`config.mk`:
```
export PLATFORM = sky130hd
export DESIGN_NAME = slot_fifo_format_select
export DESIGN_NICKNAME = d
export VERILOG_FILES = /design/src/design/slot_fifo_pkg.sv /design/src/design/slot_word_fifo.sv /design/src/design/slot_fifo_format_select.sv
export SDC_FILE = /design/constraint.sdc
export NUM_CORES = 1
export LEC_CHECK = 0
export BUFFER_PORTS_ARGS = -buffer_cell sky130_fd_sc_hd__buf_2
export CAP_MARGIN = 20
export CORE_MARGIN = 5
export CORE_UTILIZATION = 45
export CTS_BUF_LIST = sky130_fd_sc_hd__clkbuf_8 sky130_fd_sc_hd__clkbuf_16
export CTS_CLUSTER_DIAMETER = 100
export CTS_CLUSTER_SIZE = 24
export DETAILED_ROUTE_END_ITERATION = 7
export GPL_ROUTABILITY_DRIVEN = 0
export GPL_TIMING_DRIVEN = 0
export PLACE_DENSITY = 0.67
export REMOVE_ABC_BUFFERS = 1
export SYNTH_ARGS = -nofsm -noshare
export SYNTH_HDL_FRONTEND = slang
export SYNTH_SLANG_ARGS = --single-unit
```
`constraint.sdc`:
```
create_clock -name clk -period 6.4 [get_ports clk]
set_input_delay 1.28 -clock clk [delete_from_list [all_inputs] [get_ports clk]]
set_output_delay 1.28 -clock clk [all_outputs]
set_load 0.005 [all_outputs]
```
`src/design/slot_fifo_pkg.sv`:
```
// constants for the slot fifo format selection block
package slot_fifo_pkg;
    // register addresses
    localparam logic [7:0]  ADDR_SLOT_CTRL     = 8'h11;
    localparam logic [7:0]  ADDR_AVG_FACTOR    = 8'h15;
    localparam logic [15:0] SLOT_CTRL_RESET    = 16'h1000;
    localparam logic [15:0] AVG_FACTOR_RESET   = 16'h0000;
    localparam logic [15:0] RD_UNMAPPED        = 16'h0000;
    // field positions in the slot control register
    localparam int          FIRST_EN_BIT       = 0;
    localparam int          FIRST_FMT_LSB      = 2;
    localparam int          SECOND_EN_BIT      = 5;
    localparam int          SECOND_FMT_LSB     = 6;
    localparam int          FMT_W              = 3;
    // field positions in the averaging register
    localparam int          FIRST_AVG_LSB      = 8;
    localparam int          SECOND_AVG_LSB     = 4;
    localparam int          AVG_W              = 3;
    // store format codes
    localparam logic [2:0]  FMT_NONE           = 3'h0;
    localparam logic [2:0]  FMT_SUM16          = 3'h1;
    localparam logic [2:0]  FMT_SUM32          = 3'h2;
    localparam logic [2:0]  FMT_CH16           = 3'h4;
    localparam logic [2:0]  FMT_CH32           = 3'h6;
    // fifo words produced by each format
    localparam logic [3:0]  WORDS_SUM16        = 4'h1;
    localparam logic [3:0]  WORDS_SUM32        = 4'h2;
    localparam logic [3:0]  WORDS_CH16         = 4'h4;
    localparam logic [3:0]  WORDS_CH32         = 4'h8;
    // data path shape
    localparam int          NUM_CH             = 4;
    localparam int          CH_W               = 32;
    localparam int          WORD_W             = 16;
    localparam int          FIFO_DEPTH         = 4;
    localparam int          STAGE_W            = 128;

    typedef enum logic [0:0] {
        ST_IDLE = 1'b0,
        ST_PUSH = 1'b1
    } seq_state_e;
endpackage : slot_fifo_pkg

```
`src/design/slot_word_fifo.sv`:
```
// small word fifo with registered read data
`timescale 1ns/10ps
module slot_word_fifo #(
    parameter int WIDTH = 16,
    parameter int DEPTH = 4
) (
    input  wire logic             clk,       // system clock
    input  wire logic             rst,       // async reset, active high
    input  wire logic             in_valid,  // write request
    output logic                  in_ready,  // room for a word
    input  wire logic [WIDTH-1:0] in_data,   // write word
    output logic                  out_valid, // read word present
    input  wire logic             out_ready, // reader takes word
    output logic      [WIDTH-1:0] out_data   // read word, registered
);
    localparam int PW = (DEPTH > 1) ? $clog2(DEPTH) : 1;
    localparam int CW = $clog2(DEPTH + 1);
    localparam logic [CW-1:0] CNT_ONE = CW'(1);
    localparam logic [CW-1:0] CNT_MAX = CW'(DEPTH);

    logic [WIDTH-1:0] mem [DEPTH];
    logic [PW-1:0]    wr_ptr_reg;
    logic [PW-1:0]    rd_ptr_reg;
    logic [CW-1:0]    count_reg;
    logic             out_valid_reg;
    logic [WIDTH-1:0] out_data_reg;
    logic             push;
    logic             pop;

    assign in_ready  = (count_reg != CNT_MAX);
    assign push      = in_valid && in_ready;
    assign pop       = (count_reg != '0) && (!out_valid_reg || out_ready);
    assign out_valid = out_valid_reg;
    assign out_data  = out_data_reg;

    // ------------------------------------------------------------
    // storage
    // ------------------------------------------------------------
    always_ff @(posedge clk) begin
        if (push) begin
            mem[wr_ptr_reg] <= in_data;
        end
    end

    always_ff @(posedge clk or posedge rst) begin
        if (rst) begin
            wr_ptr_reg <= '0;
            rd_ptr_reg <= '0;
            count_reg  <= '0;
        end else begin
            if (push) begin
                wr_ptr_reg <= (wr_ptr_reg == PW'(DEPTH - 1)) ? '0 : wr_ptr_reg + 1'b1;
            end
            if (pop) begin
                rd_ptr_reg <= (rd_ptr_reg == PW'(DEPTH - 1)) ? '0 : rd_ptr_reg + 1'b1;
            end
            if (push && !pop) begin
                count_reg <= count_reg + CNT_ONE;
            end else if (pop && !push) begin
                count_reg <= count_reg - CNT_ONE;
            end
        end
    end

    // ------------------------------------------------------------
    // output register
    // ------------------------------------------------------------
    always_ff @(posedge clk or posedge rst) begin
        if (rst) begin
            out_valid_reg <= 1'b0;
            out_data_reg  <= '0;
        end else if (pop) begin
            out_valid_reg <= 1'b1;
            out_data_reg  <= mem[rd_ptr_reg];
        end else if (out_ready) begin
            out_valid_reg <= 1'b0;
        end
    end
endmodule : slot_word_fifo

```
`src/design/slot_fifo_format_select.sv`:
```
// per-slot fifo store format selection with its control registers
//
// Summary of operation
// - Second slot format field at bits 8:6; zero stores nothing; 3, 5, 7 reserved.
// - Second slot code 1 writes 16-bit four-channel sum; code 2 a 32-bit sum.
// - Second slot code 4 writes four 16-bit channel words.
// - Second slot code 6 writes four 32-bit extended channel words.
// - Second slot stores only if averaging factors match or first slot format is zero.
// - Second slot enable at bit 5; one enables the second slot.
// - First slot format at bits 4:2; zero stores nothing, one a 16-bit sum.
// - First slot code 2 is 32-bit sum, 4 four 16-bit, 6 four 32-bit.
// - First slot enable at bit 0; one enables the first slot.
`timescale 1ns/10ps
module slot_fifo_format_select
    import slot_fifo_pkg::*;
(
    input  wire logic                  clk,                // system clock, 20 MHz
    input  wire logic                  rst,                // async reset, active high
    input  wire logic [7:0]            reg_addr,           // register address
    input  wire logic                  reg_wr_en,          // register write strobe
    input  wire logic [15:0]           reg_wr_data,        // register write data
    input  wire logic                  reg_rd_en,          // register read strobe
    output logic      [15:0]           reg_rd_data,        // register read data
    input  wire logic                  sample_valid,       // slot result offered
    input  wire logic                  sample_slot,        // 0 first slot, 1 second slot
    input  wire logic [STAGE_W-1:0]    sample_data,        // channel 0 in top 32 bits
    output logic                       sample_ready,       // result taken when high
    output logic                       first_slot_enable,  // first slot measures
    output logic                       second_slot_enable, // second slot measures
    output logic                       fifo_valid,         // fifo word present
    input  wire logic                  fifo_ready,         // reader takes fifo word
    output logic      [WORD_W-1:0]     fifo_data           // fifo word
);
    logic [15:0]        ctrl_reg;
    logic [15:0]        avg_reg;
    logic [15:0]        rd_data_reg;
    seq_state_e         state_reg;
    logic [STAGE_W-1:0] stage_reg;
    logic [3:0]         left_reg;
    logic               ready_reg;

    logic [FMT_W-1:0]   first_fmt;
    logic [FMT_W-1:0]   second_fmt;
    logic               second_allowed;
    logic [FMT_W-1:0]   sel_fmt;
    logic               sel_en;
    localparam int         PACK_W   = NUM_CH * WORD_W;
    localparam logic [3:0] LEFT_ONE = 4'h1;

    logic [CH_W-1:0]    ch    [NUM_CH];
    logic [WORD_W-1:0]  ch_lo [NUM_CH];
    logic [CH_W-1:0]    acc32 [NUM_CH+1];
    logic [WORD_W-1:0]  acc16 [NUM_CH+1];
    logic [PACK_W-1:0]  lo_pack;
    logic [CH_W-1:0]    sum32;
    logic [WORD_W-1:0]  sum16;
    logic [STAGE_W-1:0] stage_next;
    logic [3:0]         left_next;
    logic               fifo_in_ready;
    logic               push;
    logic               take;
    logic               start;
    logic               advance;
    logic               last_word;

    // ------------------------------------------------------------
    // register port
    // ------------------------------------------------------------
    assign first_fmt          = ctrl_reg[FIRST_FMT_LSB +: FMT_W];
    assign second_fmt         = ctrl_reg[SECOND_FMT_LSB +: FMT_W];
    assign first_slot_enable  = ctrl_reg[FIRST_EN_BIT];
    assign second_slot_enable = ctrl_reg[SECOND_EN_BIT];
    assign reg_rd_data        = rd_data_reg;

    always_ff @(posedge clk or posedge rst) begin
        if (rst) begin
            ctrl_reg <= SLOT_CTRL_RESET;
            avg_reg  <= AVG_FACTOR_RESET;
        end else if (reg_wr_en) begin
            if (reg_addr == ADDR_SLOT_CTRL) begin
                ctrl_reg <= reg_wr_data;
            end
            if (reg_addr == ADDR_AVG_FACTOR) begin
                avg_reg <= reg_wr_data;
            end
        end
    end

    always_ff @(posedge clk or posedge rst) begin
        if (rst) begin
            rd_data_reg <= RD_UNMAPPED;
        end else if (reg_rd_en) begin
            case (reg_addr)
                ADDR_SLOT_CTRL:  rd_data_reg <= ctrl_reg;
                ADDR_AVG_FACTOR: rd_data_reg <= avg_reg;
                default:         rd_data_reg <= RD_UNMAPPED;
            endcase
        end
    end

    // ------------------------------------------------------------
    // format selection
    // ------------------------------------------------------------
    // second slot may only share the fifo when the sample rates line up or the first slot format is zero
    assign second_allowed = (avg_reg[FIRST_AVG_LSB +: AVG_W]
                             == avg_reg[SECOND_AVG_LSB +: AVG_W])
                            || (first_fmt == FMT_NONE);
    assign sel_fmt = sample_slot ? second_fmt : first_fmt;
    assign sel_en  = sample_slot ? (second_slot_enable && second_allowed)
                                 : first_slot_enable;

    // running sums wrap at their own width, as the stored words do
    assign acc32[0] = '0;
    assign acc16[0] = '0;

    for (genvar i = 0; i < NUM_CH; i++) begin : g_ch
        assign ch[i]      = sample_data[STAGE_W-1-i*CH_W -: CH_W];
        assign ch_lo[i]   = ch[i][WORD_W-1:0];
        assign acc32[i+1] = acc32[i] + ch[i];
        assign acc16[i+1] = acc16[i] + ch_lo[i];
        assign lo_pack[PACK_W-1-i*WORD_W -: WORD_W] = ch_lo[i];
    end

    assign sum32 = acc32[NUM_CH];
    assign sum16 = acc16[NUM_CH];

    always_comb begin
        stage_next = '0;
        left_next  = '0;
        if (sel_en) begin
            case (sel_fmt)
                FMT_SUM16: begin
                    stage_next = {sum16, {(STAGE_W-WORD_W){1'b0}}};
                    left_next  = WORDS_SUM16;
                end
                FMT_SUM32: begin
                    stage_next = {sum32, {(STAGE_W-CH_W){1'b0}}};
                    left_next  = WORDS_SUM32;
                end
                FMT_CH16: begin
                    stage_next = {lo_pack, {(STAGE_W-PACK_W){1'b0}}};
                    left_next  = WORDS_CH16;
                end
                FMT_CH32: begin
                    stage_next = sample_data;
                    left_next  = WORDS_CH32;
                end
                default: begin
                    stage_next = '0;
                    left_next  = '0;
                end
            endcase
        end
    end

    // ------------------------------------------------------------
    // word sequencer
    // ------------------------------------------------------------
    assign sample_ready = ready_reg;
    assign take         = sample_valid && ready_reg;
    assign push         = (state_reg == ST_PUSH);
    assign start        = take && (left_next != '0) && (state_reg == ST_IDLE);
    assign advance      = push && fifo_in_ready;
    assign last_word    = advance && (left_reg == LEFT_ONE);

    // sequencer state and the handshake back to the sample engine
    always_ff @(posedge clk or posedge rst) begin
        if (rst) begin
            state_reg <= ST_IDLE;
            ready_reg <= 1'b1;
        end else begin
            case (state_reg)
                ST_IDLE: begin
                    if (start) begin
                        state_reg <= ST_PUSH;
                        ready_reg <= 1'b0;
                    end else begin
                        ready_reg <= 1'b1;
                    end
                end
                ST_PUSH: begin
                    if (last_word) begin
                        state_reg <= ST_IDLE;
                        ready_reg <= 1'b1;
                    end
                end
                default: begin
                    state_reg <= ST_IDLE;
                    ready_reg <= 1'b1;
                end
            endcase
        end
    end

    // staged words leave from the top, one per push the fifo accepts
    always_ff @(posedge clk or posedge rst) begin
        if (rst) begin
            stage_reg <= '0;
            left_reg  <= '0;
        end else if (start) begin
            stage_reg <= stage_next;
            left_reg  <= left_next;
        end else if (advance) begin
            stage_reg <= {stage_reg[STAGE_W-WORD_W-1:0], {WORD_W{1'b0}}};
            left_reg  <= left_reg - LEFT_ONE;
        end
    end

    // ------------------------------------------------------------
    // sample fifo
    // ------------------------------------------------------------
    // a full fifo holds the sequencer in push, so no word is ever dropped
    slot_word_fifo #(
        .WIDTH (WORD_W),
        .DEPTH (FIFO_DEPTH)
    ) u_fifo (
        .clk       (clk),
        .rst       (rst),
        .in_valid  (push),
        .in_ready  (fifo_in_ready),
        .in_data   (stage_reg[STAGE_W-1 -: WORD_W]),
        .out_valid (fifo_valid),
        .out_ready (fifo_ready),
        .out_data  (fifo_data)
    );
endmodule : slot_fifo_format_select

```
* Yosys cells after proc, flatten, opt, wreduce, memory -nomap -nowiden *
Memory sizes are Yosys's and may differ from the RTL's. A register that Yosys moved wholly into a read port is not among the register bits.
Cells that the tools add are included.

word-level totals
  flip-flop bits (word level) = 190
  RAM bits = 64
  input bits = 159
  output and inout bits = 36
  word-level logic and storage cells = 83
  memories kept = 1

operators by class
  add/subtract/negate cells = 11
  equality and inequality tests = 12
  multiplexer cells = 25
  bitwise operators = 1
  reduce and logical (&&, ||, !) cells = 22

memory list
  name        words  width  rd ports  clocked after memory_dff  write ports  RTL line              text
  u_fifo.mem  4      16     1         1                         1            slot_word_fifo.sv:21  logic [WIDTH-1:0] mem [DEPTH];

operators by type and width
  operator                                                            count
  128-bit one-hot mux with 4 select lines                             1
  128-bit two-way mux                                                 3
  32-bit adder                                                        3
  16-bit adder                                                        3
  16-bit one-hot mux with 2 select lines                              1
  8-bit by 5-bit == test with 1-bit output, second input constant     2
  4-bit one-hot mux with 4 select lines                               1
  4-bit two-way mux                                                   3
  1-bit logical AND                                                   9
  1-bit two-way mux                                                   9
  3-bit two-way mux                                                   3
  3-bit == test, second input constant                                2
  2-bit nonzero test                                                  3
  2-bit by 1-bit adder with 2-bit output, second input constant       2
  2-bit == test, second input constant                                2
  4-bit by 1-bit == test with 1-bit output, second input constant     1
  2-bit two-way mux                                                   2
  1-bit one-hot mux with 2 select lines                               2
  2-bit AND reduction                                                 2
  4-bit nonzero test                                                  1
  4-bit by 1-bit subtractor with 4-bit output, second input constant  1
  3-bit by 1-bit adder with 3-bit output, second input constant       1
  3-bit by 1-bit == test with 1-bit output, second input constant     1
  3-bit by 2-bit == test with 1-bit output, second input constant     1
  9 further kinds                                                     12

* Logic depth before layout (Yosys ltp) *
  depth after elaboration = 10
  gate-level depth with buffers = 14
  mapped depth without buffers = 14

* Cells and area by module *
Synthesis repeated with hierarchy kept, for this count alone.

unflattened totals
  cells, all modules = 1613
  area, all modules = 16012.9 sq um

by module, submodules not included
  module                   times used  cells an instance  area an instance (sq um)  seq. area each (sq um)
  slot_fifo_format_select  1           1453               12555.8                   4556.9
  slot_word_fifo           1           160                3457.1                    2522.4

* Worst setup path after synthesis *
Ideal clock, no wire load.

  path type = input to register
  start point = input sample_data[1]
  end point = register stage_reg[121]
  setup time = 136 ps
  arrival time = 4361 ps
  data required time = 6264 ps
  path slack = 1902 ps
  stages on the path = 14
  buffers on the path = 0
  path through = inv_1 -> fa_1 -> fa_1 -> inv_1 -> ha_1 -> fa_1 -> a21oi_1 -> nand4b_1 -> a21oi_4 -> o311ai_1 -> a211oi_1 -> or3_1 -> a31oi_1 -> a21oi_1

between the ends
  cells in the longest elaborated chain, start to end = 4
  elaborated cells on any way between the ends = 5
  classes of those cells = add/sub (2); mux (3)

ends and longest elaborated chain
  what                                                 RTL line                                                        text
  from (decl)                                          slot_fifo_format_select.sv:26                                   input wire logic [STAGE_W-1:0] sample_data,
  32-bit adder / 16-bit adder (equally long branches)  slot_fifo_format_select.sv:119, slot_fifo_format_select.sv:120
  128-bit one-hot mux with 4 select lines *            slot_fifo_format_select.sv:131                                  case (sel_fmt)
  128-bit two-way mux *                                slot_fifo_format_select.sv:130                                  if (sel_en) begin
  128-bit two-way mux *                                slot_fifo_format_select.sv:200                                  end else if (start) begin
  to (signal assigned)                                 slot_fifo_format_select.sv:201                                  stage_reg <= stage_next;
  to (signal assigned)                                 slot_fifo_format_select.sv:204                                  stage_reg <= {stage_reg[STAGE_W-WORD_W-1:0], {WORD_W{1'b0}}};
  to (decl)                                            slot_fifo_format_select.sv:38                                   logic [STAGE_W-1:0] stage_reg;

Every way passes the cells marked *; elsewhere a longest branch is shown, timed or not.
A chain may end at the register's enable or synchronous reset.

* Final worst setup path *
  start point = input sample_data[2]
  end point = register stage_reg[118]

Same word-level chain as after synthesis.

==> key figures <==
Run status
  • Run status: completed

Power
  • VDD IR-drop max: 0.000229 V
  • Power per cell area: 343 nW/µm²
  • Leakage: 8.46 nW

Yosys
  • Ys Warns: 0
  • Syn Std Cell Area: 16100 µm²
  • Yosys cell types: 72
  • Synth Flop Type: dfrtp_1
  • Seq/Total Area, Yosys: 0.440
  • Mapped Avg Cell Area: 9.45 µm²
  • Mapped Cells: 1703
  • #FFs+latches synth: 270
  • Asr flop ratio synth: 0.763
  • EDFF count, synth: 64

STA
  • Clock Skew: 0.0144 ns
  • Final setup fails: 0
  • Fin crit period: 4.72 ns
  • Rel. slew slack: 0.270
  • RSZ-0062 raised after global routing: false
  • Setup TNS: 0 ns
  • FMAX: 0.212 GHz
  • Worst slew pin tran: 1.09 ns
  • Final Hold Fails: 0
  • Tcrit/Tclk final: 0.737
  • Pins Over Slew Limit: 0

Layout
  • Non-Filler Cell Area, Final: 18100 µm²
  • Most frequent cells in the layout: nand2_1 (260), inv_1 (216), dfrtp_1 (204)
  • Max reg flops: 128
  • Share of layout cells above drive strength 1: 0.175
  • Finished Core Util: 0.510
  • Final net count: 2097
  • Commonest non-fill, non-tap cell in the layout: nand2_1
  • Area grow syn2layout: 12.4%

Floorplanning
  • Number of core rows: 69
  • Die W: 199 µm
  • Initial Utilization: 0.454
  • Die area: 39700 µm²
  • # IOs: 195
  • Core box area: 35500 µm²
  • Die Y: 199 µm

Min path
  • Min-Delay Endpoint: u_fifo.out_data[15]
  • Number of cells on the worst hold path: 1
  • Min-delay worst type: reg -> reg
  • Worst hold start: u_fifo.out_data[15]

Worst setup path
  • Reg-to-Reg Start: ctrl_reg[6]
  • Max FO, Critical Path: 5
  • Critical path arrival: 5.15 ns
  • CP cell instances: buf_2 > inv_1 > fa_1 > fa_1 > inv_1 > ha_1 > a211oi_1 > o21ai_1 > nand4_1 > nand4_1 > a32oi_1 > xnor2_1 > nand2_1 > a21oi_1
  • Worst setup EP type: flip-flop
  • Worst Setup Start Kind: input pin
  • R2R setup slack: 2.64 ns
  • Top delay family on crit path: compound AO/OA/AOI/OAI gates
  • Worst path slowest cell: a32oi_1
  • R2R depth: 9
  • Worst Setup SP: sample_data[2]
  • Req. time, crit path: 6.83 ns
  • Buf/Inv on CP: 3
  • WS Path Type: in -> reg
  • Worst reg2reg endpoint: stage_reg[55]
  • CP peak stage delay: 0.69 ns

Run
  • Max-cap violations: 0

Routing
  • Post-DRT Antenna Nets: 0
  • DRC viols: 0
  • DR vias/cell: 5.60
  • Routed WL: 44.9 mm
  • WL/cell: 19.5 µm
  • Vias: 12912
  • DR pass1 iterations: 5
  • DRT iter0 DRCs: 1077

Placement
  • Area after DPL: 17700 µm²
  • DP HPWL: 33.2 mm
  • # port buffers: 194

Global routing
  • Number of antenna violations at the first check in global routing: 2
  • Largest net degree at the start of global routing: 130
  • GRT overflow: 0
  • Global-route usage over all layers: 0.223
  • Number of global-route vias before repair: 12566
  • Global-route wire length before repair: 70.4 mm

Clock network
  • CTS max path bufs: 3
  • Hold-fix buffers, CTS: 0
  • Cts bufs inserted: 15
  • Setup bufs post-CTS: 0
  • Cts repair resizes: 0
  • CTS Sinks: 270
  • CTS tree: yes
  • Root Buffer: clkbuf_16
  • CTS clk-pin slew, worst paths: 0.09 ns
  • H-tree lvl count: 1
  • Clock latency on the worst-skew pair: 0.50 ns
-- worst register-to-register path, stage by stage (launching register included) --
cell	delay, ns
dfrtp_1	0.41
mux2i_1	0.65
xnor2_1	0.26
nand3_4	0.45
nor3_2	0.99
buf_6	0.27
buf_6	0.19
buf_4	0.24
nand2_1	0.08
a21oi_1	0.15
-- metal layers --
metal,vias up,part of all wire,global-route usage
li1,6045,-,-
met1,6332,0.41,0.309
met2,465,0.49,0.371
met3,70,0.070,0.0334
met4,0,0.030,0.0588
met5,-,0,0
-- worst max path at each step --
| stage | to | cells past startpoint | slack (ns) |
|---|---|---|---|
| 2_1_floorplan | left_reg[3] | 5 | -2.58 |
| 3_3_place_gp | left_reg[3] | 6 | -8.05 |
| 3_5_place_dp | stage_reg[118] | 14 | 1.28 |
| 4_1_cts | stage_reg[118] | 14 | 1.79 |
| 5_1_grt | stage_reg[118] | 14 | 1.56 |
| 6_report | stage_reg[118] | 14 | 1.68 |
-- layout make-up --
class                   count  area [µm²]
fillers                  3287       17400
diodes                      3        7.51
repair buffers            214        1330
well taps                 461         577
clock inverters             9        45.0
multi-input cells        1123        7890
inverters                 212         803
clock buffers              15         375
flip-flops and latches    270        7080
-- synthesized netlist by cell type (12+ instances only) --
master / n / area share
nand2_1: 263 / 0.061
inv_1: 211 / 0.049
dfrtp_1: 204 / 0.32
a21oi_1: 156 / 0.048
nor2_1: 121 / 0.028
o21ai_0: 86 / 0.027
clkbuf_1: 74 / 0.017
edfxtp_1: 64 / 0.12
fa_1: 63 / 0.078
mux2_2: 52 / 0.036
a31oi_1: 47 / 0.018
mux2i_1: 42 / 0.026
ha_1: 39 / 0.030
o22ai_1: 29 / 0.011
xnor2_1: 22 / 0.012
a22o_1: 20 / 0.011
nor3_1: 17 / 0.0053
buf_2: 16 / 0.0050
mux4_2: 16 / 0.022
and3_1: 14 / 0.0054
nand3_1: 12 / 0.0037
xor2_1: 12 / 0.0065
-- cell families after synthesis --
kind of cell / count (synthesis) / synth area share
AND/OR/NAND/NOR: 466 / 0.121
adder cells (fa/ha/maj): 102 / 0.109
multiplexers: 111 / 0.0856
flip-flops: 270 / 0.440
buffers and inverters: 310 / 0.0735
XOR/XNOR: 34 / 0.0185
AO/OA/AOI/OAI: 410 / 0.153
-- where the power goes --
group / total [mW] / switching [mW] / internal [mW]
clock network: 1.01 / 0.573 / 0.436
logic: 2.55 / 1.46 / 1.09
registers: 2.66 / 0.347 / 2.31
total: 6.21 / 2.38 / 3.84
-- metrics by stage --
| step | hold WS (ns) | power, mW | instances | worst slack (ns) |
|---|---|---|---|---|
| final | 0.506 | 6.21 | 2307 | 1.68 |
| after global routing | 0.522 | 6.67 | 2306 | 1.56 |
| after CTS | 0.511 | 6.23 | 2303 | 1.79 |
| after detailed placement | 0.485 | 5.21 | 2279 | 1.28 |
| after global placement | 0.480 | 5.09 | 2260 | -8.05 |
| after floorplan | 0.464 | 4.37 | 1605 | -2.58 |
(Power assumes the default switching activity.)
